--- config.mk ---
export PLATFORM = sky130hd
export DESIGN_NAME = tx_buffer_descriptor_walker
export DESIGN_NICKNAME = d
export VERILOG_FILES = /design/src/hw/txdw_pkg.sv /design/src/hw/word_byte_cache.sv /design/src/hw/tx_buffer_descriptor_walker.sv
export SDC_FILE = /design/constraint.sdc
export NUM_CORES = 1
export LEC_CHECK = 0
export BUFFER_PORTS_ARGS = -buffer_cell sky130_fd_sc_hd__buf_2
export CAP_MARGIN = 40
export CORE_UTILIZATION = 41
export CTS_CLUSTER_DIAMETER = 200
export DETAILED_ROUTE_END_ITERATION = 6
export GPL_TIMING_DRIVEN = 0
export PLACE_DENSITY = 0.65
export SKIP_LAST_GASP = 1
export SLEW_MARGIN = 5
export SYNTH_ARGS = -nofsm -noshare
export SYNTH_HDL_FRONTEND = slang
export SYNTH_SLANG_ARGS = --single-unit
--- constraint.sdc ---
create_clock -name sys_clk_in -period 3.9 [get_ports sys_clk_in]
set_input_delay 0.39 -clock sys_clk_in [delete_from_list [all_inputs] [get_ports sys_clk_in]]
set_output_delay 0.39 -clock sys_clk_in [all_outputs]
set_load 0.01 [all_outputs]
--- src/hw/txdw_pkg.sv ---
// package: constants and types for the transmit descriptor walker
package txdw_pkg;

	// ----------------------------------------------------------------
	// descriptor layout
	// ----------------------------------------------------------------
	localparam int          DESC_WORDS     = 4;
	localparam logic [31:0] OFS_WORD3      = 32'h0000000C;
	localparam logic [31:0] WORD_STEP      = 32'h00000004;
	localparam int          OFS_FIELD_LSB  = 16;
	localparam int          FLG_FIRST      = 31;
	localparam int          FLG_LAST       = 30;
	localparam int          FLG_HELD       = 29;
	localparam int          FLG_QEND       = 28;
	localparam int          FLG_ABORT      = 27;
	localparam int          FLG_CRC        = 26;
	localparam logic [31:0] NULL_LINK      = 32'h00000000;

	// ----------------------------------------------------------------
	// register map (byte offsets) and reset values
	// ----------------------------------------------------------------
	localparam logic [7:0]  REG_CTRL       = 8'h00;
	localparam logic [7:0]  REG_HEAD       = 8'h04;
	localparam logic [7:0]  REG_STATUS     = 8'h08;
	localparam logic [7:0]  REG_CUR        = 8'h0C;
	localparam int          CTRL_START     = 0;
	localparam int          CTRL_TEARDOWN  = 1;
	localparam int          STAT_BUSY      = 0;
	localparam int          STAT_HALTED    = 1;
	localparam int          STAT_ABORTED   = 2;
	localparam int          STAT_TD_PEND   = 3;
	localparam logic [31:0] HEAD_RST       = 32'h00000000;

	// ----------------------------------------------------------------
	// types
	// ----------------------------------------------------------------
	typedef enum logic [3:0] {
		S_IDLE, S_FETCH, S_DECIDE, S_DATA, S_RELINK,
		S_WB_SOP, S_WB_END, S_ABORT, S_HALT
	} walk_state_t;

	typedef struct packed {
		logic        req;
		logic        we;
		logic [31:0] addr;
		logic [31:0] wdata;
	} mem_req_t;

	typedef struct packed {
		logic        valid;
		logic [7:0]  data;
		logic        last;
		logic        crc_append;
		logic [15:0] pkt_len;
	} tx_byte_t;

endpackage

--- src/hw/word_byte_cache.sv ---
// one-word cache that serves single bytes from any byte address
`timescale 1ns/1ps
`default_nettype none
module word_byte_cache (
	input  wire logic        sys_clk_in,
	input  wire logic        rst_n_in,
	input  wire logic        flush_in,
	input  wire logic        load_in,
	input  wire logic [31:0] load_addr_in,
	input  wire logic [31:0] load_data_in,
	input  wire logic [31:0] byte_addr_in,
	output logic             hit_out,
	output logic [7:0]       byte_out
);
	logic [31:0] word_r;
	logic [29:0] tag_r;
	logic        valid_r;

	// ----------------------------------------------------------------
	// storage
	// ----------------------------------------------------------------
	always_ff @(posedge sys_clk_in or negedge rst_n_in) begin
		if (!rst_n_in) begin
			word_r  <= 32'h00000000;
			tag_r   <= 30'h00000000;
			valid_r <= 1'b0;
		end else if (load_in) begin
			word_r  <= load_data_in;
			tag_r   <= load_addr_in[31:2];
			valid_r <= 1'b1;
		end else if (flush_in) begin
			valid_r <= 1'b0;
		end
	end

	// little-endian lane pick; any byte alignment is served
	assign hit_out  = valid_r && (tag_r == byte_addr_in[31:2]);
	assign byte_out = word_r[{byte_addr_in[1:0], 3'b000} +: 8];
endmodule // word_byte_cache
`default_nettype wire

--- src/hw/tx_buffer_descriptor_walker.sv ---
// transmit buffer descriptor walker with wishbone control registers
// Operation
// RULE1: descriptors are four aligned 32-bit words, all four fetched
// RULE2: word0 link, word1 buffer address, word2 offset high, length low
// RULE3: word3 low half packet length, upper bits the six flags
// RULE4: link is next descriptor word address; zero ends the queue
// RULE5: never write link, buffer address, offset or lengths back
// RULE6: follow a link patched before it is read; halt if read null
// RULE7: software patches only null links and restarts on queue end
// RULE8: buffer address may be any byte, data taken from that byte
// RULE9: skip offset leading bytes before valid data
// RULE10: offset applies only on the first fragment descriptor
// RULE11: software keeps offset below the buffer length
// RULE12: buffer length is exactly the valid byte count of a fragment
// RULE13: packet length is read only from the first fragment
// RULE14: software makes fragment lengths sum to the packet length
// RULE15: software completes every field before queueing
// RULE16: after the last fragment clear the held flag in first descriptor
// RULE17: last fragment with null link gets its queue end flag set
// RULE18: crc flag clear means append generated crc, set means supplied
// RULE19: teardown marks abort done on first unsent packet and stops
// RULE20: reserved flag bits ignored on read and kept on write
`timescale 1ns/1ps
`default_nettype none
module tx_buffer_descriptor_walker
	import txdw_pkg::*;
#(
	parameter int WB_AW = 8
) (
	input  wire logic        sys_clk_in,
	input  wire logic        rst_n_in,
	input  wire logic        wb_cyc_in,
	input  wire logic        wb_stb_in,
	input  wire logic        wb_we_in,
	input  wire logic [WB_AW-1:0] wb_adr_in,
	input  wire logic [31:0] wb_dat_in,
	input  wire logic [3:0]  wb_sel_in,
	output logic [31:0]      wb_dat_out,
	output logic             wb_ack_out,
	output mem_req_t         mem_out,
	input  wire logic        mem_ack_in,
	input  wire logic [31:0] mem_rdata_in,
	output tx_byte_t         tx_out,
	input  wire logic        tx_ready_in
);
	// ----------------------------------------------------------------
	// elaboration check
	// ----------------------------------------------------------------
	if (WB_AW < 4 || WB_AW > 8) begin : g_bad_aw
		$error("WB_AW must lie between 4 and 8");
	end

	walk_state_t state_r;
	logic [31:0] desc_r [DESC_WORDS];
	logic [31:0] desc_addr_r;
	logic [1:0]  idx_r;
	logic [31:0] sop_addr_r;
	logic [31:0] sop_w3_r;
	logic [31:0] link_r;
	logic [31:0] byte_addr_r;
	logic [15:0] left_r;
	logic        halted_r;
	logic        aborted_r;
	logic [31:0] head_r;
	logic        td_pend_r;
	logic        ack_r;
	logic [31:0] rdat_r;
	logic        start_pulse;
	logic        td_done;
	logic        wr_hit;
	logic        cache_hit;
	logic [7:0]  cache_byte;
	logic        byte_take;
	logic        word_fill;
	logic [31:0] w3;
	logic [15:0] buf_len;
	logic [7:0]  adr8;

	assign w3      = desc_r[3];
	assign buf_len = desc_r[2][15:0];                             // [RULE2]
	assign adr8    = 8'(wb_adr_in);

	// ----------------------------------------------------------------
	// wishbone slave
	// ----------------------------------------------------------------
	assign wr_hit      = wb_cyc_in && wb_stb_in && wb_we_in && !ack_r;
	assign start_pulse = wr_hit && adr8 == REG_CTRL && wb_sel_in[0]
		&& wb_dat_in[CTRL_START];
	assign wb_ack_out  = ack_r;
	assign wb_dat_out  = rdat_r;

	always_ff @(posedge sys_clk_in or negedge rst_n_in) begin
		if (!rst_n_in) begin
			ack_r <= 1'b0;
		end else begin
			ack_r <= wb_cyc_in && wb_stb_in && !ack_r;
		end
	end

	always_ff @(posedge sys_clk_in or negedge rst_n_in) begin
		if (!rst_n_in) begin
			head_r <= HEAD_RST;
		end else if (wr_hit && adr8 == REG_HEAD) begin
			for (int b = 0; b < 4; b++) begin
				if (wb_sel_in[b]) begin
					head_r[8*b +: 8] <= wb_dat_in[8*b +: 8];
				end
			end
		end
	end

	// set wins over the completion clear
	always_ff @(posedge sys_clk_in or negedge rst_n_in) begin
		if (!rst_n_in) begin
			td_pend_r <= 1'b0;
		end else if (wr_hit && adr8 == REG_CTRL && wb_sel_in[0]
			&& wb_dat_in[CTRL_TEARDOWN]) begin
			td_pend_r <= 1'b1;
		end else if (td_done) begin
			td_pend_r <= 1'b0;
		end
	end

	// unmapped offsets read zero and still acknowledge
	always_ff @(posedge sys_clk_in or negedge rst_n_in) begin
		if (!rst_n_in) begin
			rdat_r <= 32'h00000000;
		end else begin
			case (adr8)
				REG_HEAD:   rdat_r <= head_r;
				REG_CUR:    rdat_r <= desc_addr_r;
				REG_STATUS: rdat_r <= {28'h0000000, td_pend_r, aborted_r,
					halted_r, state_r != S_IDLE && state_r != S_HALT};
				default:    rdat_r <= 32'h00000000;
			endcase
		end
	end

	// ----------------------------------------------------------------
	// memory master and byte stream
	// ----------------------------------------------------------------
	always_comb begin
		mem_out = '0;
		case (state_r)
			S_FETCH: begin
				mem_out.req  = 1'b1;
				mem_out.addr = desc_addr_r + {28'h0000000, idx_r, 2'b00};
			end
			S_DATA: begin
				mem_out.req  = !cache_hit;
				mem_out.addr = {byte_addr_r[31:2], 2'b00};          // [RULE8]
			end
			S_RELINK: begin
				mem_out.req  = 1'b1;
				mem_out.addr = desc_addr_r;                          // [RULE6]
			end
			S_WB_SOP: begin
				mem_out.req   = 1'b1;
				mem_out.we    = 1'b1;
				mem_out.addr  = sop_addr_r + OFS_WORD3;              // [RULE5]
				mem_out.wdata = sop_w3_r;                            // [RULE20]
				mem_out.wdata[FLG_HELD] = 1'b0;                      // [RULE16]
				mem_out.wdata[FLG_QEND] = sop_w3_r[FLG_QEND] ||
					(sop_addr_r == desc_addr_r && link_r == NULL_LINK);
			end
			S_WB_END: begin
				mem_out.req   = 1'b1;
				mem_out.we    = 1'b1;
				mem_out.addr  = desc_addr_r + OFS_WORD3;
				mem_out.wdata = w3 | (32'h1 << FLG_QEND);           // [RULE17]
			end
			S_ABORT: begin
				mem_out.req   = 1'b1;
				mem_out.we    = 1'b1;
				mem_out.addr  = desc_addr_r + OFS_WORD3;
				mem_out.wdata = w3 | (32'h1 << FLG_ABORT);          // [RULE19]
			end
			default: mem_out = '0;
		endcase
	end

	assign word_fill = state_r == S_DATA && !cache_hit && mem_ack_in;
	assign byte_take = state_r == S_DATA && cache_hit && tx_ready_in;
	assign td_done   = state_r == S_ABORT && mem_ack_in
		|| td_pend_r && (state_r == S_IDLE || state_r == S_HALT);

	always_comb begin
		tx_out            = '0;
		tx_out.valid      = state_r == S_DATA && cache_hit;
		tx_out.data       = cache_byte;
		tx_out.last       = w3[FLG_LAST] && left_r == 16'h0001;
		tx_out.crc_append = !sop_w3_r[FLG_CRC];                  // [RULE18]
		tx_out.pkt_len    = sop_w3_r[15:0];                      // [RULE13]
	end

	word_byte_cache u_cache (
		.sys_clk_in   (sys_clk_in),
		.rst_n_in     (rst_n_in),
		.flush_in     (state_r == S_DECIDE),
		.load_in      (word_fill),
		.load_addr_in (byte_addr_r),
		.load_data_in (mem_rdata_in),
		.byte_addr_in (byte_addr_r),
		.hit_out      (cache_hit),
		.byte_out     (cache_byte)
	);

	// ----------------------------------------------------------------
	// descriptor walk
	// ----------------------------------------------------------------
	always_ff @(posedge sys_clk_in or negedge rst_n_in) begin
		if (!rst_n_in) begin
			state_r     <= S_IDLE;
			desc_addr_r <= 32'h00000000;
			idx_r       <= 2'h0;
			sop_addr_r  <= 32'h00000000;
			sop_w3_r    <= 32'h00000000;
			link_r      <= 32'h00000000;
			byte_addr_r <= 32'h00000000;
			left_r      <= 16'h0000;
			halted_r    <= 1'b0;
			aborted_r   <= 1'b0;
			for (int i = 0; i < DESC_WORDS; i++) begin
				desc_r[i] <= 32'h00000000;
			end
		end else begin
			case (state_r)
				S_IDLE, S_HALT: begin
					// a null head leaves the channel parked
					if (start_pulse && head_r != NULL_LINK) begin
						desc_addr_r <= {head_r[31:2], 2'b00};          // [RULE1]
						idx_r       <= 2'h0;
						halted_r    <= 1'b0;
						aborted_r   <= 1'b0;
						state_r     <= S_FETCH;
					end
				end
				S_FETCH: begin
					if (mem_ack_in) begin
						desc_r[idx_r] <= mem_rdata_in;                  // [RULE1]
						idx_r         <= idx_r + 2'h1;
						if (idx_r == 2'h3) begin
							state_r <= S_DECIDE;
						end
					end
				end
				S_DECIDE: begin
					// only the top three flags steer the walk
					if (w3[FLG_FIRST]) begin                          // [RULE3]
						if (td_pend_r) begin
							state_r <= S_ABORT;
						end else if (!w3[FLG_HELD]) begin
							halted_r <= 1'b1;
							state_r  <= S_HALT;
						end else begin
							sop_addr_r  <= desc_addr_r;
							sop_w3_r    <= w3;                            // [RULE13]
							byte_addr_r <= desc_r[1] +
								{16'h0000, desc_r[2][31:OFS_FIELD_LSB]};    // [RULE9]
							left_r  <= buf_len;                           // [RULE12]
							state_r <= buf_len == 16'h0000 ? S_RELINK : S_DATA;
						end
					end else begin
						byte_addr_r <= desc_r[1];                       // [RULE10]
						left_r      <= buf_len;
						state_r <= buf_len == 16'h0000 ? S_RELINK : S_DATA;
					end
				end
				S_DATA: begin
					if (byte_take) begin
						byte_addr_r <= byte_addr_r + WORD_STEP[31:0] - 32'h3;
						left_r      <= left_r - 16'h0001;
						if (left_r == 16'h0001) begin
							state_r <= S_RELINK;
						end
					end
				end
				S_RELINK: begin
					// fresh read catches a link patched during the fragment
					if (mem_ack_in) begin
						link_r <= mem_rdata_in;                           // [RULE6]
						if (w3[FLG_LAST]) begin
							state_r <= S_WB_SOP;
						end else if (mem_rdata_in == NULL_LINK) begin
							halted_r <= 1'b1;                               // [RULE4]
							state_r  <= S_HALT;
						end else begin
							desc_addr_r <= {mem_rdata_in[31:2], 2'b00};     // [RULE4]
							idx_r       <= 2'h0;
							state_r     <= S_FETCH;
						end
					end
				end
				S_WB_SOP: begin
					if (mem_ack_in) begin
						if (link_r != NULL_LINK) begin
							desc_addr_r <= {link_r[31:2], 2'b00};
							idx_r       <= 2'h0;
							state_r     <= S_FETCH;
						end else if (sop_addr_r != desc_addr_r) begin
							state_r <= S_WB_END;
						end else begin
							halted_r <= 1'b1;
							state_r  <= S_HALT;
						end
					end
				end
				S_WB_END: begin
					if (mem_ack_in) begin
						halted_r <= 1'b1;                                 // [RULE17]
						state_r  <= S_HALT;
					end
				end
				S_ABORT: begin
					// nothing after the aborted packet is touched
					if (mem_ack_in) begin
						aborted_r <= 1'b1;                                // [RULE19]
						halted_r  <= 1'b1;
						state_r   <= S_HALT;
					end
				end
				default: state_r <= S_IDLE;
			endcase
		end
	end
endmodule // tx_buffer_descriptor_walker
`default_nettype wire

==> impl_metrics.prom <==
# TYPE chip_impl_metric gauge
chip_impl_info{name="outcome",value="complete, no violations"} 1
chip_impl_metric{name="initialDrtViolationCount",unit=""} 1824
chip_impl_metric{name="syn-cell-area",unit="sq um"} 22300
chip_impl_info{name="root_buffer",value="sky130_fd_sc_hd__clkbuf_16"} 1
chip_impl_metric{name="via_per_instance_ratio",unit=""} 6.01
chip_impl_metric{name="detailed_place_hpwl",unit="microns"} 57700
chip_impl_info{name="mostFrequentLayoutCells",value="sky130_fd_sc_hd__dfrtp_1, sky130_fd_sc_hd__mux2_2, sky130_fd_sc_hd__buf_2, sky130_fd_sc_hd__nor2_1, sky130_fd_sc_hd__nand2_1"} 1
chip_impl_metric{name="cts_max_level",unit=""} 2
chip_impl_metric{name="setup-tns-final",unit="ns"} 0
chip_impl_metric{name="final_max_slew_viol_count",unit=""} 0
chip_impl_info{name="postSynth.topFlopCell",value="sky130_fd_sc_hd__dfrtp_1"} 1
chip_impl_metric{name="finalHoldViolations",unit=""} 0
chip_impl_info{name="critical_path_class",value="reg2out"} 1
chip_impl_metric{name="finalSetupViolations",unit=""} 0
chip_impl_metric{name="yosys_top_cell_area_share",unit="%"} 45.3
chip_impl_metric{name="skew",unit="ns"} 0.0322
chip_impl_metric{name="clk_pin_slew",unit="ns"} 0.06
chip_impl_metric{name="drcViolationCount",unit=""} 0
chip_impl_metric{name="totalWireLength",unit="microns"} 78300
chip_impl_metric{name="fillerInstances",unit=""} 4904
chip_impl_info{name="rsz_0062_raised_after_global_routing",value="yes"} 1
chip_impl_info{name="source_of_the_worst_hold_timing_path",value="wb_dat_in[6]"} 1
chip_impl_metric{name="insertion_delay",unit="ns"} 0.59
chip_impl_metric{name="fp.dieArea",unit="sq um"} 55300
chip_impl_metric{name="ff2ff_path_depth",unit=""} 9
chip_impl_info{name="critPathLaunchType",value="flop"} 1
chip_impl_metric{name="max_cap_viol_count",unit=""} 0
chip_impl_metric{name="drive_above_1_share",unit="%"} 29.2
chip_impl_info{name="hold_path_class",value="in2reg"} 1
chip_impl_metric{name="critical_path_arrival",unit="ns"} 3.46
chip_impl_metric{name="final_setup_margin",unit="ns"} 0.0487
chip_impl_metric{name="floorplan.rows",unit=""} 85
chip_impl_metric{name="die_width",unit="microns"} 235
chip_impl_metric{name="routed-via-count",unit=""} 18856
chip_impl_info{name="critical_path.reg2reg.startpoint",value="byte_addr_r[11]"} 1
chip_impl_metric{name="min_path_cells",unit=""} 2
chip_impl_metric{name="path_max_fanout",unit=""} 5
chip_impl_info{name="worst_setup_path_end_kind",value="output pin"} 1
chip_impl_metric{name="tritoncts.num_buffers",unit=""} 44
chip_impl_metric{name="syn_area_per_cell",unit="sq um"} 10.5
chip_impl_metric{name="syn2layout_area_growth",unit="%"} 17.7
chip_impl_metric{name="synth-seq-cells",unit=""} 404
chip_impl_metric{name="highest_achievable_clock_rate",unit="GHz"} 0.260
chip_impl_metric{name="grt_pass1_vias",unit=""} 18472
chip_impl_info{name="hold_path_end",value="head_r[6]"} 1
chip_impl_metric{name="grt_use_total",unit="%"} 27.9
chip_impl_metric{name="chipHeight",unit="microns"} 235
chip_impl_metric{name="grt_overflow_total",unit=""} 0
chip_impl_metric{name="cts.sink_count",unit=""} 404
chip_impl_metric{name="drt-pass1-iter-count",unit=""} 6
chip_impl_metric{name="period_share",unit="%"} 98.8
chip_impl_metric{name="regToRegSetupSlack",unit="ns"} 0.21
chip_impl_metric{name="grt_first_pass_wirelength",unit="microns"} 117000
chip_impl_metric{name="detail-route-antenna-nets",unit=""} 0
chip_impl_metric{name="placement.setup.worst_slack",unit="ns"} -0.727
chip_impl_metric{name="initial_utilization",unit="%"} 41.4
chip_impl_metric{name="route.detailed.wl_per_inst",unit="microns"} 25.0
chip_impl_metric{name="slew_headroom",unit="%"} 37.1
chip_impl_metric{name="cts_max_path_bufs",unit=""} 3
chip_impl_info{name="netlist.top_cell.by_area",value="sky130_fd_sc_hd__dfrtp_1"} 1
chip_impl_metric{name="finish.instance_area",unit="sq um"} 26200
chip_impl_metric{name="finalCoreUtilization",unit="%"} 48.7
chip_impl_info{name="cts_tree",value="built"} 1
chip_impl_metric{name="yosysWarningCount",unit=""} 0
chip_impl_info{name="synth.area.top_cells",value="sky130_fd_sc_hd__dfrtp_1, sky130_fd_sc_hd__mux2_2, sky130_fd_sc_hd__mux2i_1, sky130_fd_sc_hd__xnor2_1, sky130_fd_sc_hd__a21oi_1"} 1
chip_impl_metric{name="peak_supply_drop",unit="mV"} 0.347
chip_impl_metric{name="worst-slew-pin-transition",unit="ns"} 0.937
chip_impl_metric{name="post_synth_inst_count",unit=""} 2128
chip_impl_metric{name="boundaryPins",unit=""} 209
chip_impl_metric{name="core_region_area",unit="sq um"} 53800
chip_impl_metric{name="netlist-cell-type-count",unit=""} 78
chip_impl_info{name="crit-reg2reg-capture",value="u_cache.tag_r[15]"} 1
chip_impl_metric{name="powerDensity",unit="nW/um^2"} 719
chip_impl_metric{name="num_antenna_cells",unit=""} 0
chip_impl_metric{name="required",unit="ns"} 3.51
chip_impl_metric{name="synth_enable_flop_cells",unit=""} 0
chip_impl_metric{name="power_leakage",unit="nW"} 12.1
chip_impl_metric{name="antenna_found_initial",unit=""} 3
chip_impl_metric{name="yosysSeqAreaShare",unit="%"} 45.3
chip_impl_metric{name="postSynth.asyncResetShare",unit="%"} 100
chip_impl_metric{name="dpl-instance-area",unit="sq um"} 24300
chip_impl_metric{name="nets",unit=""} 2515
chip_impl_info{name="layout.cells.most_common",value="sky130_fd_sc_hd__dfrtp_1"} 1
chip_impl_metric{name="layout_min_cycle_time",unit="ns"} 3.85
chip_impl_metric{name="grt_start_max_net_pins",unit=""} 118
chip_impl_metric{name="buffers_on_ports",unit=""} 205
chip_impl_metric{name="gp_routability_congestion",unit=""} 0.958
[where the power goes]
part	internal [mW]	total (mW)	switching, mW
clock	2.53	4.34	1.81
sequential	5.44	6.65	1.21
combinational	3.15	7.86	4.71
total	11.1	18.8	7.73
[routing by layer]
layer | global-route usage [%] | part of all wire (%)
met5 | 0 | 0
met4 | 11.7 | 4.4
met3 | 4.49 | 7.1
met2 | 44.4 | 46
met1 | 37.7 | 42
[critical path: stages (launching register included)]
cell                       delay (ns)
sky130_fd_sc_hd__dfrtp_2         0.42
sky130_fd_sc_hd__ha_4            0.15
sky130_fd_sc_hd__inv_2           0.04
sky130_fd_sc_hd__fa_2            0.37
sky130_fd_sc_hd__nand3b_1        0.33
sky130_fd_sc_hd__nor3_4          0.32
sky130_fd_sc_hd__and3_4          0.24
sky130_fd_sc_hd__nand4_1         0.10
sky130_fd_sc_hd__xnor2_1         0.18
sky130_fd_sc_hd__a222oi_1        0.36
sky130_fd_sc_hd__o21ai_1         0.19
sky130_fd_sc_hd__buf_2           0.18
[synthesized netlist by cell type (all sizes together), types with 10 or more instances]
cell	n
a211oi	13
a21oi	122
a221oi	14
a22o	31
a22oi	10
a31oi	19
and3	16
buf	59
clkbuf	116
dfrtp	404
ha	25
inv	28
mux2	311
mux2i	92
nand2	142
nand3	49
nand4	39
nor2	151
nor3	40
nor4	48
o211ai	19
o21ai	117
or3	12
xnor2	80
xor2	37
[through the flow]
step / hold slack (ns) / instances / power, mW
final: 0.0443 / 3135 / 18.8
after global routing: 0.0243 / 3135 / 19.8
after CTS: 0.0241 / 3129 / 18.7
after detailed placement: 0.379 / 3038 / 14.3
after global placement: 0.454 / 3030 / 14.1
after floorplan: 0.0944 / 2129 / 11.4
[layout make-up]
cell class              count  area [sq um]  share of cell area (%)
clock inverters            17           240                   0.916
well taps                 696           871                    3.32
clock buffers              63          1250                    4.78
plain buffers             161           781                    2.98
multi-input cells        1522         11500                    43.7
inverters                  28           105                   0.401
repair buffers            244          1410                    5.36
flip-flops and latches    404         10100                    38.6
[registers in the layout, summed over array words and instances, names as in the netlist, 16 cells and up]
name and flops:
sop_w3_r 31, buf_len 16, u_cache.tag_r 30, link_r 32, desc_addr_r 30, wb_dat_out 32, desc_r 48, head_r 32
left_r 16, byte_addr_r 32, u_cache.word_r 32, w3 32, sop_addr_r 30
[repair_timing]
item	4_1_cts	5_1_grt
buffers inserted	19	11
endpoints found under the setup margin	96	45
cloned	0	0
gates resized for setup	44	27
pin swaps	11	15
hold endpoints to repair	64	0
hold buffers	1	0
[worst max path at each step]
stage	from	endpoint	slack (ns)	cells after the start
global placement	rst_n_in	w3[13]	-5.55	1
global route	desc_addr_r[3]	mem_out[59]	-0.07	11
finish	desc_addr_r[2]	mem_out[52]	0.05	11
CTS	desc_addr_r[2]	mem_out[58]	-0.02	12
detailed placement	state_r[3]	mem_out[58]	-0.73	13
floorplan	state_r[3]	mem_out[58]	0.10	14
[cell families after synthesis]
| family | synth area share, % |
|---|---|
| other | 0.0168 |
| adder cells (fa/ha/maj) | 1.58 |
| AND/OR/NAND/NOR | 12.0 |
| AO/OA/AOI/OAI | 11.8 |
| multiplexers | 20.7 |
| flip-flops | 45.3 |
| buffers and inverters | 3.92 |
| XOR/XNOR | 4.60 |
No activity file was read; power rests on OpenSTA's default activity.
